File: src/verilog/mfc_cfg.svh
// Purpose: constants of the motor flag and fault block
// Assumes: 32-bit register port, one word per register
// Notes: offsets are byte addresses
// Function
// - Low sixteen bits select flag set address
// - Bit16 clear: output is amplifier enable
// - Bit16 set: output not amplifier enable
// - Direction bit only when output mode bit16
// - Bit17 clear: limit low permits motion
// - Positive limit blocks negative, and reverse
// - Bit17 set: hardware limits ignored
// - Software limits active when nonzero only
// - Bit18 selects direct pins or ring
// - Bit20 set disables amplifier fault function
// - Fault or fatal following error triggers response
// - Bits22..21 choose kill scope
// - Always halt program of motor's system
// - Bit23 picks fault input polarity
// - Limit inputs readable as general inputs
`ifndef MFC_CFG_SVH
`define MFC_CFG_SVH
`define MFC_OFS_FLAG_CFG 8'h00
`define MFC_OFS_OUT_MODE 8'h04
`define MFC_OFS_FFE_LIM 8'h08
`define MFC_OFS_POS_SWL 8'h0c
`define MFC_OFS_NEG_SWL 8'h10
`define MFC_OFS_IRQ_STAT 8'h14
`define MFC_OFS_IRQ_MASK 8'h18
`define MFC_OFS_CTRL 8'h1c
`define MFC_OFS_STATUS 8'h20
`define MFC_BIT_NO_AMP_EN 16
`define MFC_BIT_NO_HW_LIM 17
`define MFC_BIT_RING 18
`define MFC_BIT_NO_FAULT 20
`define MFC_BIT_SCOPE_CS 21
`define MFC_BIT_SCOPE_SELF 22
`define MFC_BIT_FAULT_HI 23
`define MFC_BIT_DIR_MODE 16
`define MFC_CTRL_ENA 0
`define MFC_CTRL_KILL 1
`define MFC_CTRL_GPO 2
`define MFC_IRQ_W 4
`define MFC_FLAG_CFG_RST 24'h000000
`define MFC_OUT_MODE_RST 24'h000000
`define MFC_LIM_RST 24'h000000
`define MFC_IRQ_RST 4'h0
`define MFC_SYNC_STAGES 2
`endif

File: src/verilog/mfc_pkg.sv
// Purpose: types of the motor flag and fault block
// Assumes: nothing
// Notes: interrupt bit order follows mfc_irq_t
`default_nettype none
package mfc_pkg;
	typedef enum logic [1:0] {
		MFC_KILLED,
		MFC_ENABLED
	} mfc_state_t;
	typedef struct packed {
		logic neg_hit;
		logic pos_hit;
		logic ffe;
		logic fault;
	} mfc_irq_t;
endpackage
`default_nettype wire

File: src/verilog/mfc_flag_if.sv
// Purpose: synchronised flags from front end to core
// Assumes: one clock
// Notes: levels only
`timescale 1ns/1ns
`default_nettype none
interface mfc_flag_if;
	logic pos_lim;
	logic neg_lim;
	logic fault;
	logic en_pol;
	modport src (output pos_lim, output neg_lim, output fault, output en_pol);
	modport dst (input pos_lim, input neg_lim, input fault, input en_pol);
endinterface
`default_nettype wire

File: src/verilog/mfc_flag_front.sv
// Purpose: synchronise flag pins and pick the flag source
// Assumes: pins are asynchronous to clk_i
// Notes: selection made after the second flop only
`timescale 1ns/1ns
`default_nettype none
module mfc_flag_front #(
	parameter int W = 3
) (
	input wire logic clk_i,
	input wire logic reset_n_i,
	input wire logic ring_sel_i,
	input wire logic [W-1:0] direct_i,
	input wire logic [W-1:0] ring_i,
	input wire logic jumper_i,
	mfc_flag_if.src flags
);
	logic [2*W:0] s1_ff;
	logic [2*W:0] s2_ff;
	logic [2*W:0] nxt_s1;
	logic [2*W:0] nxt_s2;
	logic [W-1:0] pick;

	always_comb begin
		nxt_s1 = {jumper_i, ring_i, direct_i};
		nxt_s2 = s1_ff;
		pick = ring_sel_i ? s2_ff[2*W-1:W] : s2_ff[W-1:0];
	end

	always_ff @(posedge clk_i or negedge reset_n_i) begin
		if (!reset_n_i) begin
			s1_ff <= '0;
			s2_ff <= '0;
		end else begin
			s1_ff <= nxt_s1;
			s2_ff <= nxt_s2;
		end
	end

	assign flags.pos_lim = pick[0];
	assign flags.neg_lim = pick[1];
	assign flags.fault = pick[2];
	assign flags.en_pol = s2_ff[2*W];
endmodule
`default_nettype wire

File: src/verilog/mfc_motor_flags.sv
// Purpose: per-motor flag config, limits and fault kill
// Assumes: servo loop and ring logic share clk_i
// Notes: kill scope outputs are one-cycle pulses
//
// Our own choices: the strobed register port and the register addresses.
`timescale 1ns/1ns
`default_nettype none
`include "mfc_cfg.svh"
module mfc_motor_flags
	import mfc_pkg::*;
#(
	parameter int PW = 24
) (
	input wire logic clk_i,
	input wire logic reset_n_i,
	input wire logic [7:0] reg_addr_i,
	input wire logic [31:0] reg_wdata_i,
	input wire logic reg_wr_i,
	input wire logic reg_rd_i,
	output logic [31:0] reg_rdata_o,
	input wire logic positive_limit_input_i,
	input wire logic negative_limit_input_i,
	input wire logic amp_fault_input_i,
	input wire logic ring_pos_limit_i,
	input wire logic ring_neg_limit_i,
	input wire logic ring_amp_fault_i,
	input wire logic enable_polarity_jumper_i,
	input wire logic cmd_pos_motion_i,
	input wire logic cmd_neg_motion_i,
	input wire logic cmd_dir_i,
	input wire logic signed [PW-1:0] following_error_i,
	input wire logic signed [PW-1:0] position_i,
	input wire logic kill_all_in_i,
	input wire logic kill_cs_in_i,
	output logic [15:0] flag_set_addr_o,
	output logic amp_enable_dir_output_o,
	output logic servo_output_en_o,
	output logic pos_motion_allow_o,
	output logic neg_motion_allow_o,
	output logic soft_limit_active_o,
	output logic kill_all_o,
	output logic kill_cs_o,
	output logic kill_self_o,
	output logic program_halt_o,
	output logic irq_o
);
	mfc_flag_if flg ();

	logic [23:0] flag_cfg_ff;
	logic [23:0] nxt_flag_cfg;
	logic [23:0] out_mode_ff;
	logic [23:0] nxt_out_mode;
	logic [PW-1:0] ffe_lim_ff;
	logic [PW-1:0] nxt_ffe_lim;
	logic signed [PW-1:0] pos_swl_ff;
	logic signed [PW-1:0] nxt_pos_swl;
	logic signed [PW-1:0] neg_swl_ff;
	logic signed [PW-1:0] nxt_neg_swl;
	mfc_irq_t irq_stat_ff;
	mfc_irq_t nxt_irq_stat;
	mfc_irq_t irq_mask_ff;
	mfc_irq_t nxt_irq_mask;
	mfc_irq_t irq_set;
	logic gpo_ff;
	logic nxt_gpo;
	logic [31:0] rdata_ff;
	logic [31:0] nxt_rdata;

	mfc_state_t state_ff;
	mfc_state_t nxt_state;
	logic amp_out_ff;
	logic nxt_amp_out;
	logic pos_allow_ff;
	logic nxt_pos_allow;
	logic neg_allow_ff;
	logic nxt_neg_allow;
	logic kill_all_ff;
	logic nxt_kill_all;
	logic kill_cs_ff;
	logic nxt_kill_cs;
	logic kill_self_ff;
	logic nxt_kill_self;
	logic halt_ff;
	logic nxt_halt;

	logic wr_ctrl;
	logic ena_req;
	logic kill_req;
	logic enabled;
	logic hw_lim_en;
	logic fault_en;
	logic fault_act;
	logic fault_evt;
	logic [PW-1:0] fe_abs;
	logic ffe_evt;
	logic any_evt;
	logic pos_swl_on;
	logic neg_swl_on;
	logic pos_block;
	logic neg_block;

	mfc_flag_front #(
		.W(3)
	) u_front (
		.clk_i(clk_i),
		.reset_n_i(reset_n_i),
		.ring_sel_i(flag_cfg_ff[`MFC_BIT_RING]),
		.direct_i({amp_fault_input_i, negative_limit_input_i, positive_limit_input_i}),
		.ring_i({ring_amp_fault_i, ring_neg_limit_i, ring_pos_limit_i}),
		.jumper_i(enable_polarity_jumper_i),
		.flags(flg.src)
	);

	// Decode of derived controls
	always_comb begin
		enabled = (state_ff == MFC_ENABLED);
		hw_lim_en = !flag_cfg_ff[`MFC_BIT_NO_HW_LIM];
		fault_en = !flag_cfg_ff[`MFC_BIT_NO_FAULT];
		// Low-true by default; pin idles high
		fault_act = fault_en && (flag_cfg_ff[`MFC_BIT_FAULT_HI] ? flg.fault : !flg.fault);
		fe_abs = following_error_i[PW-1] ? -following_error_i : following_error_i;
		// Zero limit means the check is off
		ffe_evt = enabled && (ffe_lim_ff != '0) && (fe_abs > ffe_lim_ff);
		fault_evt = enabled && fault_act;
		any_evt = fault_evt || ffe_evt;
		pos_swl_on = (pos_swl_ff != '0);
		neg_swl_on = (neg_swl_ff != '0);
	end

	// Motion gating
	always_comb begin
		// Positive switch stops negative travel
		neg_block = hw_lim_en && flg.pos_lim;
		pos_block = hw_lim_en && flg.neg_lim;
		nxt_pos_allow = cmd_pos_motion_i && enabled && !pos_block;
		nxt_neg_allow = cmd_neg_motion_i && enabled && !neg_block;
		if (pos_swl_on && (position_i >= pos_swl_ff)) begin
			nxt_pos_allow = 1'b0;
		end
		if (neg_swl_on && (position_i <= neg_swl_ff)) begin
			nxt_neg_allow = 1'b0;
		end
		irq_set.fault = fault_evt;
		irq_set.ffe = ffe_evt;
		irq_set.pos_hit = cmd_pos_motion_i && enabled && pos_block;
		irq_set.neg_hit = cmd_neg_motion_i && enabled && neg_block;
	end

	// Enable state and fault response
	always_comb begin
		nxt_state = state_ff;
		nxt_kill_all = 1'b0;
		nxt_kill_cs = 1'b0;
		nxt_kill_self = 1'b0;
		nxt_halt = 1'b0;
		case (state_ff)
			MFC_KILLED: begin
				// No enable into a standing fault
				if (ena_req && !kill_req && !fault_act) begin
					nxt_state = MFC_ENABLED;
				end
			end
			MFC_ENABLED: begin
				if (any_evt) begin
					nxt_state = MFC_KILLED;
					nxt_halt = 1'b1;
					if (flag_cfg_ff[`MFC_BIT_SCOPE_SELF]) begin
						nxt_kill_self = 1'b1;
					end else if (flag_cfg_ff[`MFC_BIT_SCOPE_CS]) begin
						nxt_kill_cs = 1'b1;
					end else begin
						nxt_kill_all = 1'b1;
					end
				end else if (kill_req || kill_all_in_i || kill_cs_in_i) begin
					nxt_state = MFC_KILLED;
				end
			end
			default: begin
				nxt_state = MFC_KILLED;
			end
		endcase
	end

	// Enable/direction line
	always_comb begin
		if (!flag_cfg_ff[`MFC_BIT_NO_AMP_EN]) begin
			// Jumper sets the voltage sense
			nxt_amp_out = (nxt_state == MFC_ENABLED) ^ flg.en_pol;
		end else if (out_mode_ff[`MFC_BIT_DIR_MODE]) begin
			nxt_amp_out = cmd_dir_i;
		end else begin
			nxt_amp_out = gpo_ff;
		end
	end

	// Register port
	always_comb begin
		wr_ctrl = reg_wr_i && (reg_addr_i == `MFC_OFS_CTRL);
		ena_req = wr_ctrl && reg_wdata_i[`MFC_CTRL_ENA];
		kill_req = wr_ctrl && reg_wdata_i[`MFC_CTRL_KILL];
		nxt_flag_cfg = flag_cfg_ff;
		nxt_out_mode = out_mode_ff;
		nxt_ffe_lim = ffe_lim_ff;
		nxt_pos_swl = pos_swl_ff;
		nxt_neg_swl = neg_swl_ff;
		nxt_irq_mask = irq_mask_ff;
		nxt_gpo = gpo_ff;
		nxt_irq_stat = irq_stat_ff;
		if (reg_wr_i) begin
			case (reg_addr_i)
				`MFC_OFS_FLAG_CFG: nxt_flag_cfg = reg_wdata_i[23:0];
				`MFC_OFS_OUT_MODE: nxt_out_mode = reg_wdata_i[23:0];
				`MFC_OFS_FFE_LIM: nxt_ffe_lim = reg_wdata_i[PW-1:0];
				`MFC_OFS_POS_SWL: nxt_pos_swl = reg_wdata_i[PW-1:0];
				`MFC_OFS_NEG_SWL: nxt_neg_swl = reg_wdata_i[PW-1:0];
				`MFC_OFS_IRQ_MASK: nxt_irq_mask = reg_wdata_i[`MFC_IRQ_W-1:0];
				`MFC_OFS_IRQ_STAT: nxt_irq_stat = irq_stat_ff & ~reg_wdata_i[`MFC_IRQ_W-1:0];
				`MFC_OFS_CTRL: nxt_gpo = reg_wdata_i[`MFC_CTRL_GPO];
				default: begin
				end
			endcase
		end
		// Set applied last so a new event beats its clear
		nxt_irq_stat = nxt_irq_stat | irq_set;
		nxt_rdata = 32'h0000_0000;
		if (reg_rd_i) begin
			case (reg_addr_i)
				`MFC_OFS_FLAG_CFG: nxt_rdata = {8'h00, flag_cfg_ff};
				`MFC_OFS_OUT_MODE: nxt_rdata = {8'h00, out_mode_ff};
				`MFC_OFS_FFE_LIM: nxt_rdata[PW-1:0] = ffe_lim_ff;
				`MFC_OFS_POS_SWL: nxt_rdata[PW-1:0] = pos_swl_ff;
				`MFC_OFS_NEG_SWL: nxt_rdata[PW-1:0] = neg_swl_ff;
				`MFC_OFS_IRQ_STAT: nxt_rdata[`MFC_IRQ_W-1:0] = irq_stat_ff;
				`MFC_OFS_IRQ_MASK: nxt_rdata[`MFC_IRQ_W-1:0] = irq_mask_ff;
				`MFC_OFS_CTRL: nxt_rdata[3:0] = {enabled, gpo_ff, 2'b00};
				// Limit pins, or ring limits when bit18 set, readable whatever their use
				`MFC_OFS_STATUS: nxt_rdata[5:0] = {pos_swl_on || neg_swl_on, enabled, fault_act,
					flg.fault, flg.neg_lim, flg.pos_lim};
				default: nxt_rdata = 32'h0000_0000;
			endcase
		end
	end

	always_ff @(posedge clk_i or negedge reset_n_i) begin
		if (!reset_n_i) begin
			flag_cfg_ff <= `MFC_FLAG_CFG_RST;
			out_mode_ff <= `MFC_OUT_MODE_RST;
			ffe_lim_ff <= `MFC_LIM_RST;
			pos_swl_ff <= `MFC_LIM_RST;
			neg_swl_ff <= `MFC_LIM_RST;
			irq_stat_ff <= `MFC_IRQ_RST;
			irq_mask_ff <= `MFC_IRQ_RST;
			gpo_ff <= 1'b0;
			rdata_ff <= 32'h0000_0000;
		end else begin
			flag_cfg_ff <= nxt_flag_cfg;
			out_mode_ff <= nxt_out_mode;
			ffe_lim_ff <= nxt_ffe_lim;
			pos_swl_ff <= nxt_pos_swl;
			neg_swl_ff <= nxt_neg_swl;
			irq_stat_ff <= nxt_irq_stat;
			irq_mask_ff <= nxt_irq_mask;
			gpo_ff <= nxt_gpo;
			rdata_ff <= nxt_rdata;
		end
	end

	always_ff @(posedge clk_i or negedge reset_n_i) begin
		if (!reset_n_i) begin
			state_ff <= MFC_KILLED;
			amp_out_ff <= 1'b0;
			pos_allow_ff <= 1'b0;
			neg_allow_ff <= 1'b0;
			kill_all_ff <= 1'b0;
			kill_cs_ff <= 1'b0;
			kill_self_ff <= 1'b0;
			halt_ff <= 1'b0;
		end else begin
			state_ff <= nxt_state;
			amp_out_ff <= nxt_amp_out;
			pos_allow_ff <= nxt_pos_allow;
			neg_allow_ff <= nxt_neg_allow;
			kill_all_ff <= nxt_kill_all;
			kill_cs_ff <= nxt_kill_cs;
			kill_self_ff <= nxt_kill_self;
			halt_ff <= nxt_halt;
		end
	end

	assign reg_rdata_o = rdata_ff;
	assign flag_set_addr_o = flag_cfg_ff[15:0];
	assign amp_enable_dir_output_o = amp_out_ff;
	assign servo_output_en_o = enabled;
	assign pos_motion_allow_o = pos_allow_ff;
	assign neg_motion_allow_o = neg_allow_ff;
	assign soft_limit_active_o = pos_swl_on || neg_swl_on;
	assign kill_all_o = kill_all_ff;
	assign kill_cs_o = kill_cs_ff;
	assign kill_self_o = kill_self_ff;
	assign program_halt_o = halt_ff;
	assign irq_o = |(irq_stat_ff & irq_mask_ff);
endmodule
`default_nettype wire

File: config.mk
export PLATFORM = sky130hd
export DESIGN_NAME = mfc_motor_flags
export DESIGN_NICKNAME = d
export VERILOG_FILES = /design/src/verilog/mfc_pkg.sv /design/src/verilog/mfc_flag_if.sv /design/src/verilog/mfc_flag_front.sv /design/src/verilog/mfc_motor_flags.sv
export VERILOG_INCLUDE_DIRS = /design/src /design/src/verilog
export SDC_FILE = /design/constraint.sdc
export NUM_CORES = 1
export LEC_CHECK = 0
export ABC_AREA = 0
export BUFFER_PORTS_ARGS = -buffer_cell sky130_fd_sc_hd__buf_2
export CAP_MARGIN = 0
export CORE_UTILIZATION = 30
export CTS_BUF_LIST = sky130_fd_sc_hd__clkbuf_4 sky130_fd_sc_hd__clkbuf_8 sky130_fd_sc_hd__clkbuf_16
export DETAILED_ROUTE_END_ITERATION = 8
export MAX_ROUTING_LAYER = met4
export PLACE_DENSITY_LB_ADDON = 0.12
export SLEW_MARGIN = 20
export SYNTH_ARGS = -nofsm -noshare
export SYNTH_HDL_FRONTEND = slang
export SYNTH_SLANG_ARGS = --single-unit
export TNS_END_PERCENT = 50
File: constraint.sdc
create_clock -name clk_i -period 2.4 [get_ports clk_i]
set_input_delay 0.36 -clock clk_i [delete_from_list [all_inputs] [get_ports clk_i]]
set_output_delay 0.36 -clock clk_i [all_outputs]
set_load 0.02 [all_outputs]
==> impl_metrics.py, run 1 <==
metrics = {
    "outcome": {
        "status": "finished with violations",
        "violations": "setup timing",
    },
    "final_layout": {
        "area_growth_pct": 27.0,
        "final-seq-area_mm2": 0.00440,
        "multi_input_area_mm2": 0.00497,
        "layout_commonest_cell": "dfrtp_1",
        "fillers": 3239,
        "final_cell_mix": "176 x dfrtp_1, 142 x buf_2, 126 x mux2_2",
        "drive_above_1_share_pct": 38.0,
        "antennaDiodeCount": 0,
        "nNetsFinal": 1312,
    },
    "cts": {
        "clk_pin_slew_ps": 70,
        "clock-root-buffer": "clkbuf_16",
        "cts_max_path_buffers": 2,
        "cts_tree": "yes",
        "cts_max_level": 4,
        "cts_sinks": 176,
        "numCtsBuffers": 17,
        "insertion_delay_ps": 440,
    },
    "placed_design": {
        "place_ws_ps": -1610,
        "dpl.hpwl_um": 25300,
        "gp_congestion": 0.859,
        "port_buffers": 145,
    },
    "global_routing": {
        "grt_first_pass_wirelength_um": 49000,
        "grt_pass1_vias": 8056,
        "grt_usage_pct": 20.3,
        "grt_max_degree": 50,
        "grt_overflow": 0,
        "antenna_found_initial": 0,
    },
    "setup_path": {
        "r2r-start": "ffe_lim_ff[5]$_DFFE_PN0P_",
        "r2r-end": "irq_stat_ff[1]$_DFF_PN0_",
        "startpoint": "following_error_i[13]",
        "end_kind": "register",
        "cp_data_required_time_ps": 2710,
        "arrival_ps": 3640,
        "reg2reg_depth": 8,
        "path_max_fanout": 3,
        "startpoint_type": "input pin",
        "ff2ff_setup_slack_ps": 110,
        "endpoint": "amp_enable_dir_output_o$_DFF_PN0_",
        "critPathKind": "in2reg",
    },
    "timing": {
        "fin_crit_sh_pct": 139,
        "fmax_ghz": 0.300,
        "slew_violations": 0,
        "setup_viol": 7,
        "relSlewSlack_pct": 53.7,
        "rsz0062_at_grt": "true",
        "postLayoutSetupSlackWorst_ps": -932,
        "fin_skew_ps": 10.2,
        "holdWs_ps": 19.6,
        "hold_viol": 0,
        "worstMarginPinSlew_ps": 689,
        "finalSetupTns_ps": -6360,
        "fin_crit_ps": 3330,
    },
    "power": {
        "p_leak_nw": 5.89,
        "cellPowerDensity_mw_per_mm2": 572,
        "vdd_drop_max_mv": 0.366,
    },
    "logic_synthesis": {
        "synth_area_mm2": 0.00981,
        "synthCells": 906,
        "synth_seq_cells": 176,
        "synth_seq_area_share_pct": 44.9,
        "synth_warnings": 0,
        "synth_edf_count": 0,
        "synth-main-ff-cell": "dfrtp_1",
        "synth.avg_cell_area_um2": 10.8,
        "synth_cell_types": 58,
        "ys_async_sr_fraction_pct": 100,
    },
    "detailed_routing": {
        "routed_wl_um": 32100,
        "drtIter0Drc": 444,
        "routed-via-count": 7968,
        "dr.pass1.iters": 5,
        "viasPerCell": 5.03,
        "drcViolationCount": 0,
        "drt-wirelength-per-cell_um": 20.2,
        "antenna_left": 0,
    },
    "worst_hold_path": {
        "holdCritPathClass": "in2reg",
    },
    "floorplanning": {
        "ios": 162,
        "die_h_um": 183,
        "start_util_pct": 30.8,
        "rows": 65,
        "fp.coreArea_mm2": 0.0319,
        "die_w_um": 183,
        "die_area_mm2": 0.0334,
    },
    "job": {
        "drv_cap": 0,
    },
}
## cell usage after synthesis, types with 3 or more instances
library cell,n,area (um2)
a211oi_1,3,22.5
a21o_1,7,52.6
a21oi_1,32,160
a221oi_1,6,52.6
a22oi_1,45,338
a31oi_1,25,156
a32o_1,3,30.0
and4_1,3,26.3
buf_1,3,11.3
buf_4,24,180
clkbuf_1,27,101
dfrtp_1,176,4400
ha_1,73,913
inv_1,80,300
mux2_2,126,1420
mux2i_1,8,80.1
nand2_1,57,214
nand2b_1,7,43.8
nand3_1,13,65.1
nand4_1,20,125
nor2_1,27,101
nor3_1,10,50.1
nor4_1,22,138
nor4b_1,3,26.3
o211ai_1,4,30.0
o21a_1,5,37.5
o21ai_0,20,100
o311ai_0,3,26.3
o31ai_1,5,37.5
o41ai_1,3,26.3
or2_2,4,25.0
or3_1,7,43.8
xnor2_1,22,193
## cells by family after synthesis
logic type      Yosys count  share of synthesized area (%)
simple gates            192                           10.4
flops                   176                           44.9
compound gates          174                           12.1
mux                     134                           15.3
buf+inv                 134                           6.04
fa+ha+maj                73                           9.31
xor+xnor                 22                           1.96
other cells               1                         0.0382
## registers in the layout, summed over array words and instances (netlist names)
| register | count |
|---|---|
| neg_motion_allow_o | 1 |
| reg_rdata_o | 24 |
| pos_motion_allow_o | 1 |
| neg_swl_ff | 24 |
| program_halt_o | 1 |
| ffe_lim_ff | 24 |
| kill_cs_o | 1 |
| kill_all_o | 1 |
| amp_enable_dir_output_o | 1 |
| kill_self_o | 1 |
| irq_mask_ff | 4 |
| state_ff | 2 |
| irq_stat_ff | 4 |
| pos_swl_ff | 24 |
| out_mode_ff | 24 |
| gpo_ff | 1 |
| u_front.s2_ff | 7 |
| flag_cfg_ff | 24 |
| u_front.nxt_s2 | 7 |
## worst max-delay path: stages
cell and delay, ps:
buf_6 90, or4_4 520, or4_4 430, or3_4 360
o31ai_2 220, xnor2_1 120, ha_1 300, nand4_1 160
nor3_2 160, or4b_4 480, and2_4 180, a21oi_4 150
o211ai_1 100
## power breakdown
| part | internal [mW] | switching [mW] |
|---|---|---|
| clock network | 1.49 | 1.34 |
| registers | 3.08 | 0.120 |
| logic | 0.494 | 0.608 |
| total | 5.06 | 2.07 |
## per-stage QoR
stage	util, %	total power, mW	cells	area (um2)
after floorplan	-	3.79	914	9870
after global placement	36.7	4.31	1543	11700
after detailed placement	36.7	4.32	1543	11700
after CTS	38.9	7.19	1583	12400
after global routing	39.1	7.45	1583	12500
final	39.1	7.13	1583	12500
## per-layer routing
layer,track usage [%],vias up,wire [um]
met5,-,-,0
met4,5.43,0,494
met3,3.34,38,1430
met1,27.7,3945,15400
met2,31.2,227,14700
li1,-,3758,-
## how the worst min path moves through the flow
stage                           from                           endpoint  cells past startpoint
CTS                 ring_pos_limit_i        u_front.nxt_s2[3]$_DFF_PN0_                      1
finish              ring_pos_limit_i        u_front.nxt_s2[3]$_DFF_PN0_                      1
global route        ring_pos_limit_i        u_front.nxt_s2[3]$_DFF_PN0_                      1
detailed placement         reset_n_i         flag_cfg_ff[3]$_DFFE_PN0P_                      1
floorplan                  reset_n_i  amp_enable_dir_output_o$_DFF_PN0_                      0
global placement           reset_n_i         flag_cfg_ff[3]$_DFFE_PN0P_                      1
## area by class of cell
cell class | count | share of cell area [%]
flip-flops and latches | 176 | 35.3
clock inverters | 15 | 1.32
multi-input cells | 604 | 39.8
clock buffers | 17 | 3.41
well taps | 435 | 4.37
inverters | 80 | 2.41
repair buffers | 256 | 13.3
## what timing repair did
| action | 4_1_cts | 5_1_grt |
|---|---|---|
| hold buffers | 5 | 0 |
| setup endpoints to repair | 8 | 9 |
| pin swaps | 9 | 7 |
| hold endpoints to repair | 41 | 0 |
| resized for setup | 7 | 10 |
| buffers inserted | 3 | 0 |
No activity file was read; power rests on OpenSTA's default activity.
==> run 2: changes to the inputs <==
--- a/config.mk
+++ b/config.mk
@@ -9,7 +9,7 @@
 export ABC_AREA = 0
 export BUFFER_PORTS_ARGS = -buffer_cell sky130_fd_sc_hd__buf_2
 export CAP_MARGIN = 0
-export CORE_UTILIZATION = 30
+export CORE_UTILIZATION = 40
 export CTS_BUF_LIST = sky130_fd_sc_hd__clkbuf_4 sky130_fd_sc_hd__clkbuf_8 sky130_fd_sc_hd__clkbuf_16
 export DETAILED_ROUTE_END_ITERATION = 8
 export MAX_ROUTING_LAYER = met4
@@ -17,5 +17,6 @@
 export SLEW_MARGIN = 20
 export SYNTH_ARGS = -nofsm -noshare
 export SYNTH_HDL_FRONTEND = slang
+export SYNTH_HIERARCHICAL = 1
 export SYNTH_SLANG_ARGS = --single-unit
 export TNS_END_PERCENT = 50
==> run 2 against run 1 <==
- the run still ends with setup timing left
- sequential cell count did not move
- synthesized cell count grew 1.3%
- first-iteration DRC count down 0.90%
- design area hardly changed
- clock skew rose by 8.2 ps
- count of clock-buffer cells in the layout increased by 1
- final cell count is 5.7% lower
- global-route usage is 4.4 points higher
- hold slack got worse by 4.7 ps
- die area decreased by 24%
- power shrank 0.32%
==> impl_metrics.py, run 2 <==
metrics = {
    "worst_hold_path": {
        "holdCritPathClass": "in2reg",
        "min_to": "u_front/nxt_s2[0]$_DFF_PN0_",
        "hold_depth": 1,
        "hold_start": "positive_limit_input_i",
    },
    "logic_synthesis": {
        "yosys-top-cells-count": "176 x dfrtp_1, 130 x mux2_2, 77 x inv_1",
        "synth.area.top_cells": "dfrtp_1 45%, mux2_2 15%, ha_1 9.2%, a22oi_1 3.6%, inv_1 2.9%",
        "synth_top_family_by_area": "multiplexers",
        "synth-main-ff-cell": "dfrtp_1",
        "synthCells": 918,
        "synth_cell_types": 65,
        "synth_xor_area_share_pct": 2.13,
        "synth_edf_count": 0,
        "synth_compound_area_share_pct": 12.6,
        "synth.avg_cell_area_um2": 10.8,
        "ys_async_sr_fraction_pct": 100,
        "yosysMostFrequentCell": "dfrtp_1",
        "synth_fa_ha_area_share_pct": 9.24,
        "synth_mux_area_share_pct": 15.1,
        "synth_seq_area_share_pct": 44.6,
        "synth_area_mm2": 0.00988,
        "synth_seq_cells": 176,
        "yosys.area_share.simple_pct": 10.3,
        "synth_warnings": 6,
        "synth_top_area_share_pct": 44.6,
        "yosysTopAreaCell": "dfrtp_1",
    },
    "detailed_routing": {
        "antenna_left": 0,
        "dr.pass1.iters": 5,
        "drt-wirelength-per-cell_um": 19.8,
        "routed_wl_um": 29500,
        "viasPerCell": 5.29,
        "drtIter0Drc": 440,
        "drcViolationCount": 0,
        "routed-via-count": 7892,
    },
    "cts": {
        "clk_pin_slew_ps": 90,
        "clock-root-buffer": "clkbuf_16",
        "insertion_delay_ps": 450,
        "numCtsBuffers": 17,
        "cts_sinks": 176,
        "cts_tree": "yes",
        "cts_max_path_buffers": 2,
        "cts_max_level": 4,
    },
    "timing": {
        "fin_crit_ps": 3330,
        "finalSetupTns_ps": -6370,
        "slew_violations": 0,
        "rsz0062_at_grt": "true",
        "worstMarginPinSlew_ps": 518,
        "fmax_ghz": 0.301,
        "fin_crit_sh_pct": 139,
        "postLayoutSetupSlackWorst_ps": -926,
        "relSlewSlack_pct": 65.3,
        "setup_viol": 8,
        "hold_viol": 0,
        "fin_skew_ps": 18.4,
    },
    "global_routing": {
        "grt_max_degree": 48,
        "grt_usage_pct": 24.7,
        "antenna_found_initial": 2,
        "grt_first_pass_wirelength_um": 45700,
        "grt_overflow": 0,
        "grt_pass1_vias": 8007,
    },
    "final_layout": {
        "drive_above_1_share_pct": 38.9,
        "final_cell_mix": "176 x dfrtp_1, 142 x buf_2, 129 x mux2_2",
        "finalCoreUtilization_pct": 51.4,
        "layout_commonest_cell": "dfrtp_1",
        "fin_cells": 1492,
        "nNetsFinal": 1330,
        "final_cell_area_mm2": 0.0125,
        "area_growth_pct": 26.2,
    },
    "outcome": {
        "status": "finished with violations",
        "violations": "setup timing",
    },
    "floorplanning": {
        "die_h_um": 159,
        "start_util_pct": 40.8,
        "die_area_mm2": 0.0253,
        "rows": 57,
        "die_w_um": 159,
        "fp.coreArea_mm2": 0.0242,
        "ios": 162,
    },
    "placed_design": {
        "dpl.hpwl_um": 22900,
        "gp_congestion": 0.867,
        "dp.cells": 1451,
        "port_buffers": 145,
        "dpl-instance-area_mm2": 0.0117,
    },
    "setup_path": {
        "critPathKind": "in2reg",
        "r2r-start": "neg_swl_ff[11]$_DFFE_PN0P_",
        "ff2ff_setup_slack_ps": -40,
        "reg2reg_depth": 9,
        "path_cells": "buf_6 > or4_4 > or4_4 > or3_4 > o41ai_4 > xnor2_1 > ha_1 > nand4_1 > nor4_4 > o311ai_2 > nand3_1 > buf_4 > a22oi_2 > buf_6 > nor3b_2",
        "r2r-end": "neg_motion_allow_o$_DFF_PN0_",
        "cp_data_required_time_ps": 2780,
        "startpoint_type": "input pin",
        "startpoint": "following_error_i[13]",
        "end_kind": "register",
        "path_max_fanout": 4,
        "cp_slowest_cell": "or4_4",
        "arrival_ps": 3710,
        "critPathMaxStageDelay_ps": 530,
    },
    "job": {
        "drv_cap": 0,
    },
    "power": {
        "vdd_drop_max_mv": 0.492,
        "cellPowerDensity_mw_per_mm2": 570,
        "p_leak_nw": 5.97,
    },
}
-- run 2: changes by cell type in the layout (fill, tap and decap cells not counted), moves of 4 or more --
cell	previous run	this run
a21oi_1	30	39
a31oi_1	25	5
buf_4	101	109
clkinv_8	0	6
inv_1	80	75
inv_6	6	1
mux2i_1	8	1
nand2_1	56	69
nand4_1	20	15
nor2_1	26	15
o21ai_0	20	43
or2_2	4	0
-- run 2: per-stage QoR --
step / hold slack [ps] / setup WS [ps] / power, mW
2_1_floorplan: 64.4 / -1150 / 3.76
3_3_place_gp: 333 / -1440 / 4.25
3_5_place_dp: 335 / -1450 / 4.27
4_1_cts: 2.14 / -883 / 7.14
5_1_grt: 1.44 / -1020 / 7.42
6_report: 14.9 / -926 / 7.11
-- run 2: worst max-delay path by stage --
stage / cells past startpoint / slack, ps / end
global route: 15 / -1020 / kill_cs_o$_DFF_PN0_
CTS: 13 / -880 / amp_enable_dir_output_o$_DFF_PN0_
detailed placement: 12 / -1450 / amp_enable_dir_output_o$_DFF_PN0_
finish: 15 / -930 / kill_cs_o$_DFF_PN0_
global placement: 13 / -1440 / amp_enable_dir_output_o$_DFF_PN0_
floorplan: 12 / -1150 / amp_enable_dir_output_o$_DFF_PN0_
-- run 2: critical path, delay by kind of cell --
| kind | cells | cell delay [ps] |
|---|---|---|
| XOR/XNOR | 1 | 120 |
| adder cells (fa/ha/maj) | 1 | 320 |
| buffers and inverters | 3 | 360 |
| AND/OR/NAND/NOR | 7 | 2120 |
| AO/OA/AOI/OAI | 3 | 420 |
-- run 2: layout make-up --
type | count | area [um2]
sequential | 176 | 4400
clock buffer | 18 | 439
fill | 2245 | 11800
clock inverter | 14 | 183
inverter | 78 | 293
multi-input combinational | 616 | 5020
tap | 324 | 405
timing repair buffer | 264 | 1710
antenna | 2 | 5.00
-- run 2: logic make-up after synthesis --
| logic type | after synthesis |
|---|---|
| AND/OR/NAND/NOR | 191 |
| buffers and inverters | 134 |
| flip-flops | 176 |
| XOR/XNOR | 24 |
| AO/OA/AOI/OAI | 186 |
| adder cells (fa/ha/maj) | 73 |
| other | 1 |
| multiplexers | 133 |
-- run 2: where the power goes --
part	internal, mW	leakage [nW]	switching, mW
Sequential	3.08	2.40	0.0954
Clock	1.45	0.303	1.41
Combinational	0.480	3.27	0.597
-- run 2: routing by layer --
metal / global-route usage (%) / routed length, um / vias up
li1: - / - / 3789
met5: - / 0 / -
met3: 3.59 / 1310 / 45
met4: 8.39 / 720 / 0
met2: 38.8 / 13900 / 209
met1: 32.8 / 13600 / 3849
-- run 2: repair_timing --
item                       CTS  global route
resized for setup            8            19
setup endpoints to repair    9            10
hold buffers                 4             0
buffers inserted             1             2
cloned                       0             0
pin swaps                    5             5
hold endpoints to repair    46             0
==> run 3: changes to the inputs <==
--- a/config.mk
+++ b/config.mk
@@ -7,7 +7,7 @@
 export NUM_CORES = 1
 export LEC_CHECK = 0
 export ABC_AREA = 0
-export BUFFER_PORTS_ARGS = -buffer_cell sky130_fd_sc_hd__buf_2
+export BUFFER_PORTS_ARGS = -buffer_cell sky130_fd_sc_hd__clkbuf_2
 export CAP_MARGIN = 0
 export CORE_UTILIZATION = 40
 export CTS_BUF_LIST = sky130_fd_sc_hd__clkbuf_4 sky130_fd_sc_hd__clkbuf_8 sky130_fd_sc_hd__clkbuf_16
==> run 3 against run 2 <==
- the flow still finishes with violations (setup timing)
- routed wire length down 0.88%
- clock power about the same
- count of clock-buffer cells in the layout unchanged
- die area unchanged
- first-iteration DRC count up 13%
- global-route usage about the same
- sequential power about the same
- critical path depth down 1
- via count about the same
- non-clock buffer count down 4
- design area down 0.16%
- setup slack worse by 98 ps
- largest cell class unchanged
==> impl_metrics.py, run 3 (synthesized netlist as in run 2, its figures left out) <==
metrics = {
    "final_layout": {
        "fillers": 2243,
        "multi_input_area_mm2": 0.00501,
        "final_cell_mix": "175 x dfrtp_1, 143 x clkbuf_2, 129 x mux2_2",
        "layout_commonest_cell": "dfrtp_1",
        "final-seq-area_mm2": 0.00441,
        "fin_cells": 1487,
        "nNetsFinal": 1326,
        "area_growth_pct": 26.0,
        "final_cell_area_mm2": 0.0124,
        "drive_above_1_share_pct": 38.3,
    },
    "timing": {
        "hold_viol": 0,
        "holdWs_ps": 16.2,
        "finalSetupTns_ps": -7010,
        "worstMarginPinSlew_ps": 554,
        "slew_violations": 0,
        "fin_crit_sh_pct": 143,
        "rsz0062_at_grt": "true",
        "setup_viol": 8,
        "fin_crit_ps": 3420,
        "fmax_ghz": 0.292,
        "postLayoutSetupSlackWorst_ps": -1020,
        "relSlewSlack_pct": 63.0,
        "fin_skew_ps": 22.7,
    },
    "power": {
        "p_leak_nw": 5.93,
        "cellPowerDensity_mw_per_mm2": 570,
        "vdd_drop_max_mv": 0.422,
    },
    "worst_hold_path": {
        "holdCritPathClass": "in2reg",
    },
    "floorplanning": {
        "die_w_um": 159,
        "ios": 162,
        "fp.coreArea_mm2": 0.0242,
        "die_h_um": 159,
        "rows": 57,
        "die_area_mm2": 0.0253,
        "start_util_pct": 40.8,
    },
    "setup_path": {
        "end_kind": "register",
        "path_cells": "buf_6 > or4_4 > or4_4 > or3_4 > o41ai_4 > xnor2_1 > ha_1 > nand4_1 > buf_4 > nor4_4 > o311ai_2 > nand3_2 > a21boi_2 > mux2_4",
        "critPathKind": "in2reg",
        "arrival_ps": 3750,
        "cp_slowest_cell": "or4_4",
        "critPathMaxStageDelay_ps": 530,
        "startpoint_type": "input pin",
        "path_max_fanout": 4,
        "crit_top_cell": "or4_4",
        "cp_data_required_time_ps": 2730,
    },
    "global_routing": {
        "grt_overflow": 0,
        "grt_first_pass_wirelength_um": 45900,
        "antenna_found_initial": 1,
        "grt_usage_pct": 24.7,
        "grt_pass1_vias": 7994,
        "grt_max_degree": 55,
    },
    "cts": {
        "insertion_delay_ps": 440,
        "cts_max_level": 4,
        "clock-root-buffer": "clkbuf_16",
        "cts_max_path_buffers": 2,
        "cts_tree": "yes",
        "numCtsBuffers": 17,
        "cts_sinks": 176,
        "clk_pin_slew_ps": 80,
    },
    "detailed_routing": {
        "routed-via-count": 7894,
        "routed_wl_um": 29200,
        "drt-wirelength-per-cell_um": 19.7,
        "drtIter0Drc": 498,
        "viasPerCell": 5.31,
        "dr.pass1.iters": 5,
        "drcViolationCount": 0,
        "antenna_left": 0,
    },
    "placed_design": {
        "dpl.hpwl_um": 22700,
        "dp.cells": 1446,
        "port_buffers": 145,
        "gp_congestion": 0.899,
        "dpl-instance-area_mm2": 0.0117,
    },
    "job": {
        "drv_cap": 0,
    },
    "outcome": {
        "violations": "setup timing",
        "status": "finished with violations",
    },
}
## run 3: cell types whose count changed in the layout (fill, tap and decap cells not counted), sizes merged
cell	delta
inv	+1
clkinv	-1
diode	-1
buf	-147
clkbuf	+143
## run 3: layout make-up
| type | instances | area share (%) |
|---|---|---|
| Tap cell | 324 | 3.26 |
| Inverter | 78 | 2.35 |
| Antenna cell | 1 | 0.0201 |
| Multi-Input combinational cell | 616 | 40.3 |
| Sequential cell | 176 | 35.4 |
| Timing Repair Buffer | 260 | 13.8 |
| Clock buffer | 18 | 3.53 |
| Clock inverter | 14 | 1.41 |
## run 3: worst max-delay path, delay by kind of cell
family | cells | cell delay (ps)
AOI/OAI and AO/OA | 3 | 460
xor gates and xnor gates | 1 | 120
adders and majority gates | 1 | 310
buffers and inverters | 2 | 310
muxes | 1 | 300
and+or+nand+nor | 6 | 1890
## run 3: final timing paths
| kind | depth (start not counted) | slack, ps | endpoint | start |
|---|---|---|---|---|
| setup / recovery | 14 | -1020 | amp_enable_dir_output_o$_DFF_PN0_ | following_error_i[13] |
| hold / removal | 1 | 20 | u_front/nxt_s2[0]$_DFF_PN0_ | positive_limit_input_i |
| setup reg to reg | 9 | -210 | neg_motion_allow_o$_DFF_PN0_ | neg_swl_ff[11]$_DFFE_PN0P_ |
| hold reg to reg | 0 | 350 | u_front/s2_ff[6]$_DFF_PN0_ | u_front/nxt_s2[6]$_DFF_PN0_ |
| max in group asynchronous | 3 | 1290 | pos_swl_ff[20]$_DFFE_PN0P_ | reset_n_i |
| min in group asynchronous | 2 | 460 | neg_swl_ff[5]$_DFFE_PN0P_ | reset_n_i |
## run 3: stage by stage
step / setup slack, ps / power [mW] / utilization [%]
floorplan: -1150 / 3.76 / -
global placement: -1400 / 4.26 / 48.1
detailed placement: -1480 / 4.28 / 48.1
CTS: -920 / 7.14 / 50.8
global route: -1130 / 7.43 / 51.3
finish: -1020 / 7.10 / 51.3
## run 3: power by group
| part | leakage [nW] | internal [mW] | switching [mW] | total (mW) |
|---|---|---|---|---|
| clock | 0.301 | 1.45 | 1.40 | 2.84 |
| combinational | 3.23 | 0.480 | 0.597 | 1.08 |
| sequential | 2.40 | 3.08 | 0.0961 | 3.17 |
| total | 5.93 | 5.01 | 2.09 | 7.10 |
## run 3: per-layer routing
layer | global-route usage [%] | vias to the layer above | part of all wire, %
met5 | - | - | 0
met4 | 7.65 | 0 | 2.2
met3 | 4.85 | 33 | 5.3
met2 | 38.7 | 233 | 47
met1 | 32.3 | 3851 | 45
li1 | - | 3777 | -
## run 3: repair_timing
action	CTS	global route
gates resized for setup	5	16
endpoints found under the hold margin	48	3
pin swaps	4	7
hold buffers	1	3
buffers inserted	1	4
endpoints found under the setup margin	9	10
cloned	0	0
